### src/ccr_pkg.sv
// constants for the codec output and pcm control register slice
// assumes a 9-bit register word and a 7-bit register address
package ccr_pkg;
    typedef logic [8:0] ccr_word_t;
    typedef logic [6:0] ccr_addr_t;

    localparam int NRW = 10;
    localparam int I_OUT = 0;
    localparam int I_SPKMIX = 1;
    localparam int I_SPEAKER_GAIN_CODE = 2;
    localparam int I_MONOMIX = 3;
    localparam int I_LOWPWR = 4;
    localparam int I_SLOT1 = 5;
    localparam int I_SLOT2 = 6;
    localparam int I_DRV = 7;
    localparam int I_ALC1 = 8;
    localparam int I_ALC2 = 9;

    localparam ccr_addr_t RW_ADDR [NRW] = '{7'h31, 7'h32, 7'h36, 7'h38, 7'h3A,
                                            7'h3B, 7'h3C, 7'h45, 7'h46, 7'h47};
    localparam ccr_word_t RW_RST [NRW] = '{9'h002, 9'h001, 9'h039, 9'h001, 9'h000,
                                           9'h000, 9'h000, 9'h001, 9'h000, 9'h000};
    localparam ccr_word_t RW_MASK [NRW] = '{9'h00F, 9'h023, 9'h0FF, 9'h047, 9'h1FF,
                                            9'h1FF, 9'h1FF, 9'h015, 9'h1C0, 9'h100};

    localparam ccr_addr_t A_REV = 7'h3E;
    localparam ccr_addr_t A_BUSID = 7'h3F;
    localparam ccr_addr_t A_XID = 7'h40;
    localparam ccr_addr_t A_RSVD = 7'h41;
    localparam ccr_word_t RSVD_VAL = 9'h124;

    // field positions
    localparam int F_ANALOG_OUT_RESISTANCE = 0;
    localparam int F_THERMAL_SHUTDOWN_EN = 1;
    localparam int F_SPEAKER_OUT_BOOST = 2;
    localparam int F_MONO_OUT_BOOST = 3;
    localparam int F_MIX_DAC = 0;
    localparam int F_MIX_BYP = 1;
    localparam int F_MIX_AUX_M = 2;
    localparam int F_MIX_AUX_S = 5;
    localparam int F_MONO_MUTE = 6;
    localparam int F_SPK_MUTE = 6;
    localparam int F_SPK_ZC = 7;
    localparam int F_LP_DAC = 5;
    localparam int F_LP_SPK = 6;
    localparam int F_LP_ADC = 7;
    localparam int F_LP_BST = 8;
    localparam int F_MICBM = 4;
    localparam int F_SLOT_MSB = 0;
    localparam int F_ALT = 1;
    localparam int F_DUP = 2;
    localparam int F_PULL_SEL = 3;
    localparam int F_PULL_EN = 4;
    localparam int F_PAD_OE = 5;
    localparam int F_BYTE = 6;
    localparam int F_TRI = 7;
    localparam int F_SLOT_EN = 8;
    localparam int F_HV_SEL = 0;
    localparam int F_HV_UPD = 2;
    localparam int F_OUT_MUTE = 4;
    localparam int F_TABLE = 6;
    localparam int F_LVL_SRC = 7;
    localparam int F_GATE_SRC = 8;
    localparam int F_LIM_OFF = 8;

    localparam logic [6:0] SPK_DB_OFS = 7'h39;
    localparam logic [4:0] BOOST_DB = 5'h14;
    localparam logic [5:0] WL_BYTE = 6'h08;
    localparam logic [5:0] WL_TABLE [4] = '{6'h10, 6'h14, 6'h18, 6'h20};
endpackage

### src/ccr_regs.sv
// control register slice: output boost, mixers, speaker gain, low power,
// pcm slot and pad options, identification, bias override, level control
// assumes one register access per cycle on a plain address/data port
`timescale 1ns/1ps
import ccr_pkg::*;

module ccr_regs #(
    parameter ccr_pkg::ccr_word_t REV_ID = 9'h0A5, // arbitrary value
    parameter logic [6:0] BUS_ADDR = 7'h2B, // arbitrary value
    parameter ccr_pkg::ccr_word_t EXTRA_ID = 9'h0B3 // arbitrary value
) (
    // clock and reset
    input  wire logic                clk,
    input  wire logic                rstn,
    // register port
    input  wire logic                reg_wr_en,
    input  wire logic                reg_rd_en,
    input  wire ccr_pkg::ccr_addr_t  reg_addr,
    input  wire ccr_pkg::ccr_word_t  reg_wr_data,
    output ccr_pkg::ccr_word_t       reg_rd_data,
    // state from the rest of the codec
    input  wire logic [5:0]          level_gain_readback,
    input  wire logic [1:0]          word_length_field,
    input  wire logic                input_boost_gain_sel,
    // pcm serial port
    input  wire logic                bclk,
    input  wire logic                fs,
    input  wire logic [31:0]         adc_left,
    input  wire logic [31:0]         adc_right,
    output logic                     serial_data_out_pin_o,
    output logic                     serial_data_out_pin_oe,
    output logic                     pad_pull_up,
    output logic                     pad_pull_down,
    // output stage
    output logic [4:0]               boost_stage_gain_db,
    output logic                     mono_out_boost,
    output logic                     speaker_out_boost,
    output logic                     thermal_shutdown_en,
    output logic                     analog_out_resistance,
    // speaker path
    output logic                     aux_to_speaker_mix,
    output logic                     bypass_to_speaker_mix,
    output logic                     dac_to_speaker_mix,
    output logic [5:0]               speaker_gain_code,
    output logic signed [6:0]        speaker_gain_db,
    output logic                     speaker_gain_zero_cross,
    output logic                     speaker_mute,
    // mono path
    output logic                     aux_to_mono_mix,
    output logic                     bypass_to_mono_mix,
    output logic                     dac_to_mono_mix,
    output logic                     mono_drive_vref,
    // low power and trims
    output logic                     low_power_input_boost,
    output logic                     low_power_converter_in,
    output logic                     low_power_speaker_driver,
    output logic                     low_power_converter_out,
    output logic                     mic_bias_mode,
    output logic [3:0]               trim_bits,
    // pcm settings
    output logic [9:0]               pcm_slot_start,
    output logic [5:0]               pcm_word_len,
    output logic                     pcm_slot_mode_en,
    output logic                     pcm_alt_mode,
    // bias override
    output logic                     high_supply_bias_active,
    output logic                     high_supply_bias_high,
    // level control
    output logic                     target_table_select,
    output logic                     level_threshold_source,
    output logic                     gate_threshold_source,
    output logic                     fast_limiter_active
);
    import ccr_pkg::*;

    ccr_word_t regs_q [NRW];
    logic      [NRW-1:0] wr_hit;
    ccr_word_t rd_term [NRW];
    ccr_word_t rd_fix;
    ccr_word_t rd_d;
    logic      fix_hit;
    logic      rw_hit;
    ccr_word_t slot1_w, slot2_w, drv_w, alc1_w;

    logic [4:0]        boost_db_q;
    logic signed [6:0] spk_db_q;
    logic [9:0]        slot_q;
    logic [5:0]        word_length_field_q;
    logic              vref_q;
    logic              hv_act_q;
    logic              hv_high_q;
    logic              lim_act_q;
    logic [31:0]       right_sel;

    // register storage and write decode
    generate
        for (genvar i = 0; i < NRW; i++) begin : g_reg
            assign wr_hit[i] = reg_wr_en && (reg_addr == RW_ADDR[i]);
            assign rd_term[i] = (reg_addr == RW_ADDR[i]) ? regs_q[i] : '0;
            always_ff @(posedge clk) begin
                if (!rstn) begin
                    regs_q[i] <= RW_RST[i];
                end else if (wr_hit[i]) begin
                    regs_q[i] <= reg_wr_data & RW_MASK[i];
                end
            end
        end
    endgenerate

    // fixed contents; writes to these addresses have no target
    assign rd_fix = (reg_addr == A_REV)   ? REV_ID :
                    (reg_addr == A_BUSID) ? {2'b00, BUS_ADDR} :
                    (reg_addr == A_XID)   ? EXTRA_ID :
                    (reg_addr == A_RSVD)  ? RSVD_VAL : '0;
    assign fix_hit = (reg_addr == A_REV) || (reg_addr == A_BUSID)
                  || (reg_addr == A_XID) || (reg_addr == A_RSVD);

    always_comb begin
        rd_d = rd_fix;
        rw_hit = 1'b0;
        for (int i = 0; i < NRW; i++) begin
            rd_d = rd_d | rd_term[i];
            rw_hit = rw_hit | (reg_addr == RW_ADDR[i]);
        end
        if (reg_addr == RW_ADDR[I_ALC1]) begin
            rd_d = rd_d | {3'b000, level_gain_readback};
        end
    end

    always_ff @(posedge clk) begin
        if (!rstn) begin
            reg_rd_data <= '0;
        end else if (reg_rd_en) begin
            reg_rd_data <= (rw_hit || fix_hit) ? rd_d : '0;
        end
    end

    // named views of the stored words
    assign slot1_w = regs_q[I_SLOT1];
    assign slot2_w = regs_q[I_SLOT2];
    assign drv_w = regs_q[I_DRV];
    assign alc1_w = regs_q[I_ALC1];

    // output stage
    assign mono_out_boost = regs_q[I_OUT][F_MONO_OUT_BOOST];
    assign speaker_out_boost = regs_q[I_OUT][F_SPEAKER_OUT_BOOST];
    assign thermal_shutdown_en = regs_q[I_OUT][F_THERMAL_SHUTDOWN_EN];
    assign analog_out_resistance = regs_q[I_OUT][F_ANALOG_OUT_RESISTANCE];
    assign boost_stage_gain_db = boost_db_q;

    // speaker path
    assign aux_to_speaker_mix = regs_q[I_SPKMIX][F_MIX_AUX_S];
    assign bypass_to_speaker_mix = regs_q[I_SPKMIX][F_MIX_BYP];
    assign dac_to_speaker_mix = regs_q[I_SPKMIX][F_MIX_DAC];
    assign speaker_gain_code = regs_q[I_SPEAKER_GAIN_CODE][5:0];
    assign speaker_gain_db = spk_db_q;
    assign speaker_gain_zero_cross = regs_q[I_SPEAKER_GAIN_CODE][F_SPK_ZC];
    assign speaker_mute = regs_q[I_SPEAKER_GAIN_CODE][F_SPK_MUTE];

    // mono path
    assign aux_to_mono_mix = regs_q[I_MONOMIX][F_MIX_AUX_M];
    assign bypass_to_mono_mix = regs_q[I_MONOMIX][F_MIX_BYP];
    assign dac_to_mono_mix = regs_q[I_MONOMIX][F_MIX_DAC];
    assign mono_drive_vref = vref_q;

    // low power and trims
    assign low_power_input_boost = regs_q[I_LOWPWR][F_LP_BST];
    assign low_power_converter_in = regs_q[I_LOWPWR][F_LP_ADC];
    assign low_power_speaker_driver = regs_q[I_LOWPWR][F_LP_SPK];
    assign low_power_converter_out = regs_q[I_LOWPWR][F_LP_DAC];
    assign mic_bias_mode = regs_q[I_LOWPWR][F_MICBM];
    assign trim_bits = regs_q[I_LOWPWR][3:0];

    // pcm settings
    assign pcm_slot_start = slot_q;
    assign pcm_word_len = word_length_field_q;
    assign pcm_slot_mode_en = slot2_w[F_SLOT_EN];
    assign pcm_alt_mode = slot2_w[F_ALT];

    // bias override and level control
    assign high_supply_bias_active = hv_act_q;
    assign high_supply_bias_high = hv_high_q;
    assign target_table_select = alc1_w[F_TABLE];
    assign level_threshold_source = alc1_w[F_LVL_SRC];
    assign gate_threshold_source = alc1_w[F_GATE_SRC];
    assign fast_limiter_active = lim_act_q;

    // right slot carries left data when duplicated
    assign right_sel = slot2_w[F_DUP] ? adc_left : adc_right;

    // derived settings
    always_ff @(posedge clk) begin
        if (!rstn) begin
            boost_db_q <= '0;
            spk_db_q <= '0;
            slot_q <= '0;
            word_length_field_q <= WL_TABLE[0];
            vref_q <= 1'b0;
        end else begin
            boost_db_q <= input_boost_gain_sel ? BOOST_DB : '0;
            spk_db_q <= $signed({1'b0, regs_q[I_SPEAKER_GAIN_CODE][5:0]} - SPK_DB_OFS);
            slot_q <= {slot2_w[F_SLOT_MSB], slot1_w};
            word_length_field_q <= slot2_w[F_BYTE] ? WL_BYTE : WL_TABLE[word_length_field];
            vref_q <= regs_q[I_MONOMIX][F_MONO_MUTE] || drv_w[F_OUT_MUTE];
        end
    end

    always_ff @(posedge clk) begin
        if (!rstn) begin
            hv_act_q <= 1'b0;
            hv_high_q <= 1'b0;
            lim_act_q <= 1'b1;
        end else begin
            hv_act_q <= drv_w[F_HV_UPD];
            hv_high_q <= drv_w[F_HV_UPD] && drv_w[F_HV_SEL];
            lim_act_q <= !regs_q[I_ALC2][F_LIM_OFF];
        end
    end

    // pcm transmitter and pad
    ccr_pcm_tx u_tx (
        .clk        (clk),
        .rstn       (rstn),
        .bclk       (bclk),
        .fs         (fs),
        .left_word  (adc_left),
        .right_word (right_sel),
        .slot_start (slot_q),
        .word_len   (word_length_field_q),
        .tri_lsb    (slot2_w[F_TRI]),
        .pad_oe_en  (slot2_w[F_PAD_OE]),
        .pull_en    (slot2_w[F_PULL_EN]),
        .pull_sel   (slot2_w[F_PULL_SEL]),
        .pad_out    (serial_data_out_pin_o),
        .pad_oe     (serial_data_out_pin_oe),
        .pull_up    (pad_pull_up),
        .pull_down  (pad_pull_down)
    );
endmodule

### src/ccr_pcm_tx.sv
// pcm transmit side of the audio port, drives the data-out pad
// assumes bclk and fs are synchronous inputs sampled by clk
`timescale 1ns/1ps
module ccr_pcm_tx (
    // clock and reset
    input  wire logic        clk,
    input  wire logic        rstn,
    // serial port
    input  wire logic        bclk,
    input  wire logic        fs,
    input  wire logic [31:0] left_word,
    input  wire logic [31:0] right_word,
    // settings
    input  wire logic [9:0]  slot_start,
    input  wire logic [5:0]  word_len,
    input  wire logic        tri_lsb,
    input  wire logic        pad_oe_en,
    input  wire logic        pull_en,
    input  wire logic        pull_sel,
    // pad
    output logic             pad_out,
    output logic             pad_oe,
    output logic             pull_up,
    output logic             pull_down
);
    typedef enum logic [1:0] {CTX_IDLE, CTX_DATA, CTX_REL} ccr_tx_t;
    ccr_tx_t     st_q, st_d;
    logic        bclk_q, fsl_q, bit_d;
    logic [10:0] cnt_q, pos;
    logic [6:0]  tot;
    logic        rise, fall, in_slot, lsb, drive_d;

    assign rise = bclk && !bclk_q;
    assign fall = !bclk && bclk_q;
    assign tot = {word_len, 1'b0};
    assign pos = cnt_q - {1'b0, slot_start};
    assign in_slot = (cnt_q >= {1'b0, slot_start}) && (pos < {4'h0, tot});
    assign lsb = (pos == {5'h00, word_len} - 11'h001) || (pos == {4'h0, tot} - 11'h001);
    assign bit_d = (pos < {5'h00, word_len})
                 ? left_word[5'(word_len - 6'h01 - pos[5:0])]
                 : right_word[5'(tot[5:0] - 6'h01 - pos[5:0])];

    always_comb begin
        st_d = st_q;
        if (fall) begin
            st_d = in_slot ? CTX_DATA : CTX_IDLE;
        end else if (rise && st_q == CTX_DATA && lsb && tri_lsb && !pad_oe_en) begin
            st_d = CTX_REL;
        end
        case (st_d)
            CTX_DATA: drive_d = 1'b1;
            CTX_REL:  drive_d = 1'b0;
            CTX_IDLE: drive_d = 1'b0;
            default:  drive_d = 1'b0;
        endcase
    end

    always_ff @(posedge clk) begin
        if (!rstn) begin
            bclk_q <= 1'b0;
            fsl_q <= 1'b0;
            cnt_q <= '1;
        end else begin
            bclk_q <= bclk;
            if (rise) begin
                fsl_q <= fs;
                cnt_q <= (fs && !fsl_q) ? '0 : ((&cnt_q) ? cnt_q : cnt_q + 11'h001);
            end
        end
    end

    always_ff @(posedge clk) begin
        if (!rstn) begin
            st_q <= CTX_IDLE;
            pad_out <= 1'b0;
            pad_oe <= 1'b0;
            pull_up <= 1'b0;
            pull_down <= 1'b0;
        end else begin
            st_q <= st_d;
            if (fall) begin
                pad_out <= in_slot && bit_d;
            end
            pad_oe <= drive_d || pad_oe_en;
            pull_up <= !(drive_d || pad_oe_en) && pull_en && pull_sel;
            pull_down <= !(drive_d || pad_oe_en) && pull_en && !pull_sel;
        end
    end
endmodule

### config.mk
export PLATFORM = sky130hd
export DESIGN_NAME = ccr_regs
export DESIGN_NICKNAME = d
export VERILOG_FILES = /design/src/ccr_pkg.sv /design/src/ccr_regs.sv /design/src/ccr_pcm_tx.sv
export SDC_FILE = /design/constraint.sdc
export NUM_CORES = 1
export LEC_CHECK = 0
export ABC_AREA = 1
export BUFFER_PORTS_ARGS = -buffer_cell sky130_fd_sc_hd__buf_2
export CORE_MARGIN = 5
export CORE_UTILIZATION = 40
export DETAILED_ROUTE_END_ITERATION = 16
export PLACE_DENSITY = 0.73
export SYNTH_ARGS = -nofsm -noshare
export SYNTH_HDL_FRONTEND = slang
export SYNTH_SLANG_ARGS = --single-unit
### constraint.sdc
create_clock -name clk -period 4.68 [get_ports clk]
set_input_delay 0.936 -clock clk [delete_from_list [all_inputs] [get_ports clk]]
set_output_delay 0.936 -clock clk [all_outputs]
set_load 0.005 [all_outputs]
==> results of run 1 <==
[final timing paths]
kind	cells past startpoint	end	start	slack [ns]
worst max-delay path	14	u_tx.pad_out	u_tx.cnt_q[0]	1.68
worst min-delay path	1	fast_limiter_active	regs_q[4][17]	0.45
worst min register to register	1	fast_limiter_active	regs_q[4][17]	0.45
worst max register to register	14	u_tx.pad_out	u_tx.cnt_q[0]	1.68
[layout make-up]
class | instances | area share
clock buffer | 13 | 0.0352
clock inverter | 3 | 0.00358
inverter | 143 | 0.0698
multi-input combinational | 624 | 0.399
sequential | 107 | 0.348
tap | 216 | 0.0352
timing repair buffer | 168 | 0.110
[registers in the layout, indices dropped and copies added, names as in the netlist, 2 cells and up]
register	flops
regs_q	53
u_tx.cnt_q	11
pcm_slot_start	10
reg_rd_data	9
speaker_gain_db	7
pcm_word_len	4
u_tx.st_q	2
[kinds of logic (layout without fill, tap and decap cells)]
family | after synthesis | in the layout | share of synthesized area
other cells | 1 | 5 | 0.000580
xor+xnor | 5 | 5 | 0.00677
compound gates | 120 | 120 | 0.112
buf+inv | 180 | 327 | 0.115
simple gates | 470 | 470 | 0.304
fa+ha+maj | 24 | 24 | 0.0488
flops | 107 | 107 | 0.413
[worst max-delay path, stage by stage (launching register included)]
cell	delay (ns)
dfxtp_1	0.33
inv_1	0.08
ha_1	0.21
fa_1	0.40
xnor2_1	0.43
inv_2	0.16
ha_1	0.22
inv_1	0.08
fa_1	0.44
inv_1	0.09
nand3_1	0.08
nand3b_1	0.09
nand4_1	0.09
nand3_1	0.09
a21oi_1	0.05
[power groups by stage]
stage,sequential [mW],combinational (mW),clock (mW)
global route,1.08,0.742,0.791
global placement,1.09,0.635,0
detailed placement,1.09,0.645,0
finish,1.07,0.651,0.752
CTS,1.07,0.649,0.760
floorplan,1.08,0.464,0
[layer usage]
layer	vias up	global-route usage	wire length, um
met5	-	0	0
met4	0	0.0876	693
met3	54	0.0460	2170
met2	351	0.330	8770
met1	2848	0.255	7880
li1	3218	-	-
[cells in the final DEF, fill, tap and decap left out, types with 4 or more instances in the layout]
| master | netlist | final |
|---|---|---|
| nand4_1 | 15 | 15 |
| nor2_2 | 6 | 6 |
| o211ai_1 | 5 | 5 |
| nor2_1 | 142 | 142 |
| clkbuf_16 | 0 | 9 |
| dfxtp_1 | 54 | 54 |
| inv_1 | 134 | 134 |
| o21ai_0 | 48 | 48 |
| a221oi_1 | 10 | 10 |
| edfxtp_1 | 53 | 53 |
| ha_1 | 22 | 22 |
| nand2_1 | 219 | 219 |
| buf_2 | 6 | 166 |
| nor3_1 | 12 | 12 |
| a211oi_1 | 6 | 6 |
| nand3_1 | 61 | 61 |
| conb_1 | 1 | 5 |
| xnor2_1 | 4 | 4 |
| inv_2 | 6 | 6 |
| a21oi_1 | 29 | 29 |
==> metrics.md, run 1 <==
| Metric | Value |
|---|---|
| Worst hold slack | 0.445 ns |
| Critical Path AT | 3.19 ns |
| Peak supply drop | 0.169 mV |
| Clk buf depth | 2 |
| Synth area leaders | edfxtp_1 (25%), dfxtp_1 (17%), nand2_1 (13%) |
| Psw | 0.791 mW |
| PortBufs | 166 |
| Layout cells sized above 1 | 0.196 |
| Gr ovfl total | 0 |
| CP Launch Type | flip-flop |
| Sequential area share after synthesis | 0.413 |
| Die Wd | 137 um |
| Crit Path Category | reg2reg |
| Total CTS buffers | 9 |
| Peak Freq | 0.333 GHz |
| Synth-to-Final Area Change | 18.9% |
| Worst Max-Slew Pin Slew | 1.16 ns |
| RSZ-0062 raised after global routing | no |
| Synth Register Bits | 107 |
| DR iter-0 viols | 484 |
| Top cell type's share of synthesized area | 0.246 |
| # rows | 46 |
| Clock latency on the worst-skew pair | 0.36 ns |
| Sequential Area | 2670 um2 |
| Count of cell types in the netlist | 43 |
| Area after DPL | 7390 um2 |
| Count leader, synth | nand2_1 |
| First-pass GRT wire length | 29.4 mm |
| Area of the multi-input gates | 3070 um2 |
| Post-route cell area | 7690 um2 |
| Max-slew violations | 0 |
| Post-synth ARST share | 0 |
| Drt pass-1 iters | 5 |
| Routed Antenna Nets | 0 |
| FILL cells | 1,614 |
| Clock power share | 0.304 |
| Fin crit share | 0.641 |
| Initial antenna violation count | 0 |
| Gr usage total | 0.202 |
| Routability cong. | 0.961 |
| Largest net degree at the start of global routing | 45 |
| IO Pins | 172 |
| Reg clk slew, reported paths | 0.07 ns |
| Most used DFF post-synth | dfxtp_1 |
| Fin util | 0.484 |
| CP max FO | 6 |
| Synth top cells by count | nand2_1 (219), nor2_1 (142), inv_1 (134) |
| Pre-CTS setup slack | 1.48 ns |
| Status | complete, no violations |
| Setup Buffers After CTS | 0 |
| Final nets | 1,172 |
| Final setup violating endpoints | 0 |
| Gate power share | 0.263 |
| Mapped Area | 6470 um2 |
| Vias post-DR | 6,471 |
| Cells after synthesis | 907 |
| Max cap viols | 0 |
| Initial Util | 0.407 |
| Yosys warning count | 0 |
| Post-DP HPWL | 15.5 mm |
| Slew HR | 0.229 |
| Pleak | 3.81 nW |
| Largest area contributor in the netlist | edfxtp_1 |
| Pwr dens | 322 nW/um2 |
| Synthesized area per cell | 7.13 um2 |
| Antenna Cells | 0 |
| Core area | 15,900 um2 |
| Vias in the first global route | 5,947 |
| Clock sink total | 107 |
| Post-CTS resize count | 0 |
| Vias per cell | 5.08 |
| Area of the die | 18,800 um2 |
| Post-route minimum period | 3.00 ns |
| TritonCTS clock tree | done |
| Post-synth EDFFs | 53 |
| Setup Skew | 0.0183 ns |
| Placed cells | 1,258 |
| Final wirelength | 19.5 mm |
| Data required, critical path | 4.87 ns |
| # hold bufs at CTS | 0 |
| Overall Power | 2.47 mW |
| Flop pwr share | 0.433 |
| Crit end category | flip-flop |
| Final Hold Vio Count | 0 |
| Final setup margin | 1.68 ns |
| Internal power | 1.68 mW |
| DR WL/cell | 15.3 um |
| Sw frac | 0.320 |
| # DRC | 0 |
| Root Driver | clkbuf_16 |
| Post-Route Setup TNS | 0 ns |
| Die height | 137 um |
| Hold WC Path Type | reg2reg |
| Htree depth | 3 |
| Final Non-Filler Cells | 1,274 |
No activity file was read; power rests on OpenSTA's default activity.
==> inputs of run 2 (changes only) <==
Clock period 4.68 ns to 3.1 ns, I/O delays scaled along.
==> run 2 against run 1 <==
Effect of this change:
- flip-flop and latch count stayed put
- clock skew shrank 0.0085 ns
- routed wire length rose by 0.40%
- die area is the same
- critical path type unchanged
- first-iteration DRC count decreased by 5.6%
- sequential power increased by 51%
==> metrics.md, run 2 (same netlist as run 1, synthesis figures left out) <==
| Metric | Value |
|---|---|
| Gr usage total | 0.207 (was 0.202) |
| FILL cells | 1,601 (was 1,614) |
| Antenna Cells | 0 (unchanged) |
| Fin util | 0.489 (was 0.484) |
| Worst hold slack | 0.454 ns (was 0.445 ns) |
| R2R cell count | 20 (was 14) |
| Post-DP HPWL | 15.8 mm (was 15.5 mm) |
| CP Launch Type | flip-flop (unchanged) |
| Worst Max-Slew Pin Slew | 0.615 ns (was 1.16 ns) |
| Initial antenna violation count | 0 (unchanged) |
| Crit path top cell by count | nand2_1 (was inv_1) |
| # DRC | 0 (unchanged) |
| Htree depth | 3 (unchanged) |
| Crit end category | flip-flop (unchanged) |
| RR Startpoint | u_tx.cnt_q[0] (unchanged) |
| Core area | 15,900 um2 (unchanged) |
| Peak Freq | 0.359 GHz (was 0.333 GHz) |
| Clock sink total | 107 (unchanged) |
| Synth-to-Final Area Change | 20.1% (was 18.9%) |
| Clock latency on the worst-skew pair | 0.35 ns (was 0.36 ns) |
| Root Driver | clkbuf_16 (unchanged) |
| Crit Path Category | reg2reg (unchanged) |
| Fin crit share | 0.898 (was 0.641) |
| Final setup margin | 0.316 ns (was 1.68 ns) |
| Max reg flops | 53 (unchanged) |
| Layout cells sized above 1 | 0.204 (was 0.196) |
| Initial Util | 0.407 (unchanged) |
| CP max FO | 4 (was 6) |
| Vias per cell | 5.08 (about the same) |
| Pleak | 3.84 nW (was 3.81 nW) |
| Slowest stage delay, CP | 0.35 ns (was 0.44 ns) |
| Post-route minimum period | 2.78 ns (was 3.00 ns) |
| IO Pins | 172 (unchanged) |
| # rows | 46 (unchanged) |
| Final nets | 1,181 (was 1,172) |
| PortBufs | 166 (unchanged) |
| Pre-CTS setup slack | 0.269 ns (was 1.48 ns) |
| Most common cell after layout, fill and taps aside | nand2_1 (unchanged) |
| Area of the die | 18,800 um2 (unchanged) |
| Routability cong. | 0.944 (was 0.961) |
| # hold bufs at CTS | 0 (unchanged) |
| Data required, critical path | 3.35 ns (was 4.87 ns) |
| Routed Antenna Nets | 0 (unchanged) |
| DR iter-0 viols | 457 (was 484) |
| Hold WC Path Type | in2reg (was reg2reg) |
| CP cell instances | inv_1 -> ha_1 -> fa_2 -> inv_1 -> nand2_1 -> nand2_1 -> nand2_1 -> nand2_1 -> nand2_1 -> ha_1 -> a21oi_1 -> inv_1 -> a21oi_1 -> o211ai_1 -> nor2_2 -> inv_2 -> nand2_1 -> nand2_2 -> nand3_2 -> nor2_1 (was inv_1 -> ha_1 -> fa_1 -> xnor2_1 -> inv_2 -> ha_1 -> inv_1 -> fa_1 -> inv_1 -> nand3_1 -> nand3b_1 -> nand4_1 -> nand3_1 -> a21oi_1) |
| RSZ-0062 raised after global routing | yes (was no) |
| Slew HR | 0.585 (was 0.229) |
| RR Endpoint | u_tx.pull_down (was u_tx.pad_out) |
| Post-Route Setup TNS | 0 ns (unchanged) |
| Largest net degree at the start of global routing | 45 (unchanged) |
| Total CTS buffers | 9 (unchanged) |
| Max cap viols | 0 (unchanged) |
| Final Hold Vio Count | 0 (unchanged) |
| Die Wd | 137 um (unchanged) |
| Reg2Reg Setup Slack | 0.32 ns (was 1.68 ns) |
| Status | complete, no violations (unchanged) |
| Final wirelength | 19.6 mm (was 19.5 mm) |
| DR WL/cell | 15.3 um (about the same) |
| Overall Power | 3.77 mW (was 2.47 mW) |
| CP max-delay cell | fa_2 (was fa_1) |
| Max-slew violations | 0 (unchanged) |
| First-pass GRT wire length | 30.4 mm (was 29.4 mm) |
| Worst Hold End | boost_stage_gain_db[2] (was fast_limiter_active) |
| Vias post-DR | 6,513 (was 6,471) |
| Critical Path AT | 3.03 ns (was 3.19 ns) |
| Largest reg by FF count | regs_q (unchanged) |
| Start point of the worst hold path | input_boost_gain_sel (was regs_q[4][17]) |
| Hold Path Cell Cnt | 3 (was 1) |
| Pwr dens | 485 nW/um2 (was 322 nW/um2) |
| Setup crit start | u_tx.cnt_q[0] (unchanged) |
| Final setup violating endpoints | 0 (unchanged) |
| Setup Skew | 0.00982 ns (was 0.0183 ns) |
| Die height | 137 um (unchanged) |
| Peak supply drop | 0.277 mV (was 0.169 mV) |
| Clk buf depth | 2 (unchanged) |
| Gr ovfl total | 0 (unchanged) |
| Reg clk slew, reported paths | 0.07 ns (about the same) |
| TritonCTS clock tree | done (unchanged) |
| Most frequent cells in the layout | nand2_1 (219), buf_2 (166), nor2_1 (142), inv_1 (133), nand3_1 (61) (was nand2_1 (219), buf_2 (166), nor2_1 (142), inv_1 (134), nand3_1 (61)) |
| Vias in the first global route | 6,064 (was 5,947) |
| Drt pass-1 iters | 5 (unchanged) |
[run 2: layout make-up]
cell class              instances  area (um2)  area share
clock inverters                 3        25.0     0.00322
clock buffers                  13         272      0.0350
well taps                     216         270      0.0348
flip-flops and latches        107        2670       0.344
multi-input cells             624        3070       0.395
inverters                     143         541      0.0696
repair buffers                177         913       0.118
[run 2: report_power, final]
group	total, mW	internal [mW]	switching [mW]
Sequential	1.62	1.56	0.0587
Clock	1.14	0.623	0.520
Combinational	1.01	0.380	0.628
[run 2: routing by layer]
layer	track usage	up-vias	part of all wire	wire length (um)
met5	0	-	0	0
met4	0.0865	0	0.038	747
met3	0.0364	50	0.097	1890
met2	0.333	326	0.45	8790
met1	0.273	2905	0.42	8160
li1	-	3232	-	-
[run 2: timing repair]
action	4_1_cts	5_1_grt
setup endpoints to repair	0	3
buffers inserted	0	3
hold endpoints to repair	0	0
resized for setup	0	3
[run 2: worst max-delay path: cells and delay by family (launching register included)]
kind / cells / cell delay [ns]
adders and majority gates: 3 / 0.89
AOI/OAI and AO/OA: 3 / 0.37
DFF: 1 / 0.33
and+or+nand+nor: 10 / 0.83
buffers and inverters: 4 / 0.27
[run 2: worst max path at each step]
stage | end | slack, ns
final | u_tx.pull_down | 0.32
after CTS | u_tx.pull_down | 0.26
after global routing | u_tx.pull_up | -0.003
after detailed placement | u_tx.pull_down | 0.27
after floorplan | u_tx.pad_out | 0.47
after global placement | u_tx.pull_down | 0.35
[run 2: per-stage QoR]
step           instance area (um2)  std cells
2_1_floorplan                 6480        911
3_3_place_gp                  7440       1264
3_5_place_dp                  7440       1264
4_1_cts                       7730       1280
5_1_grt                       7760       1283
6_report                      7760       1283
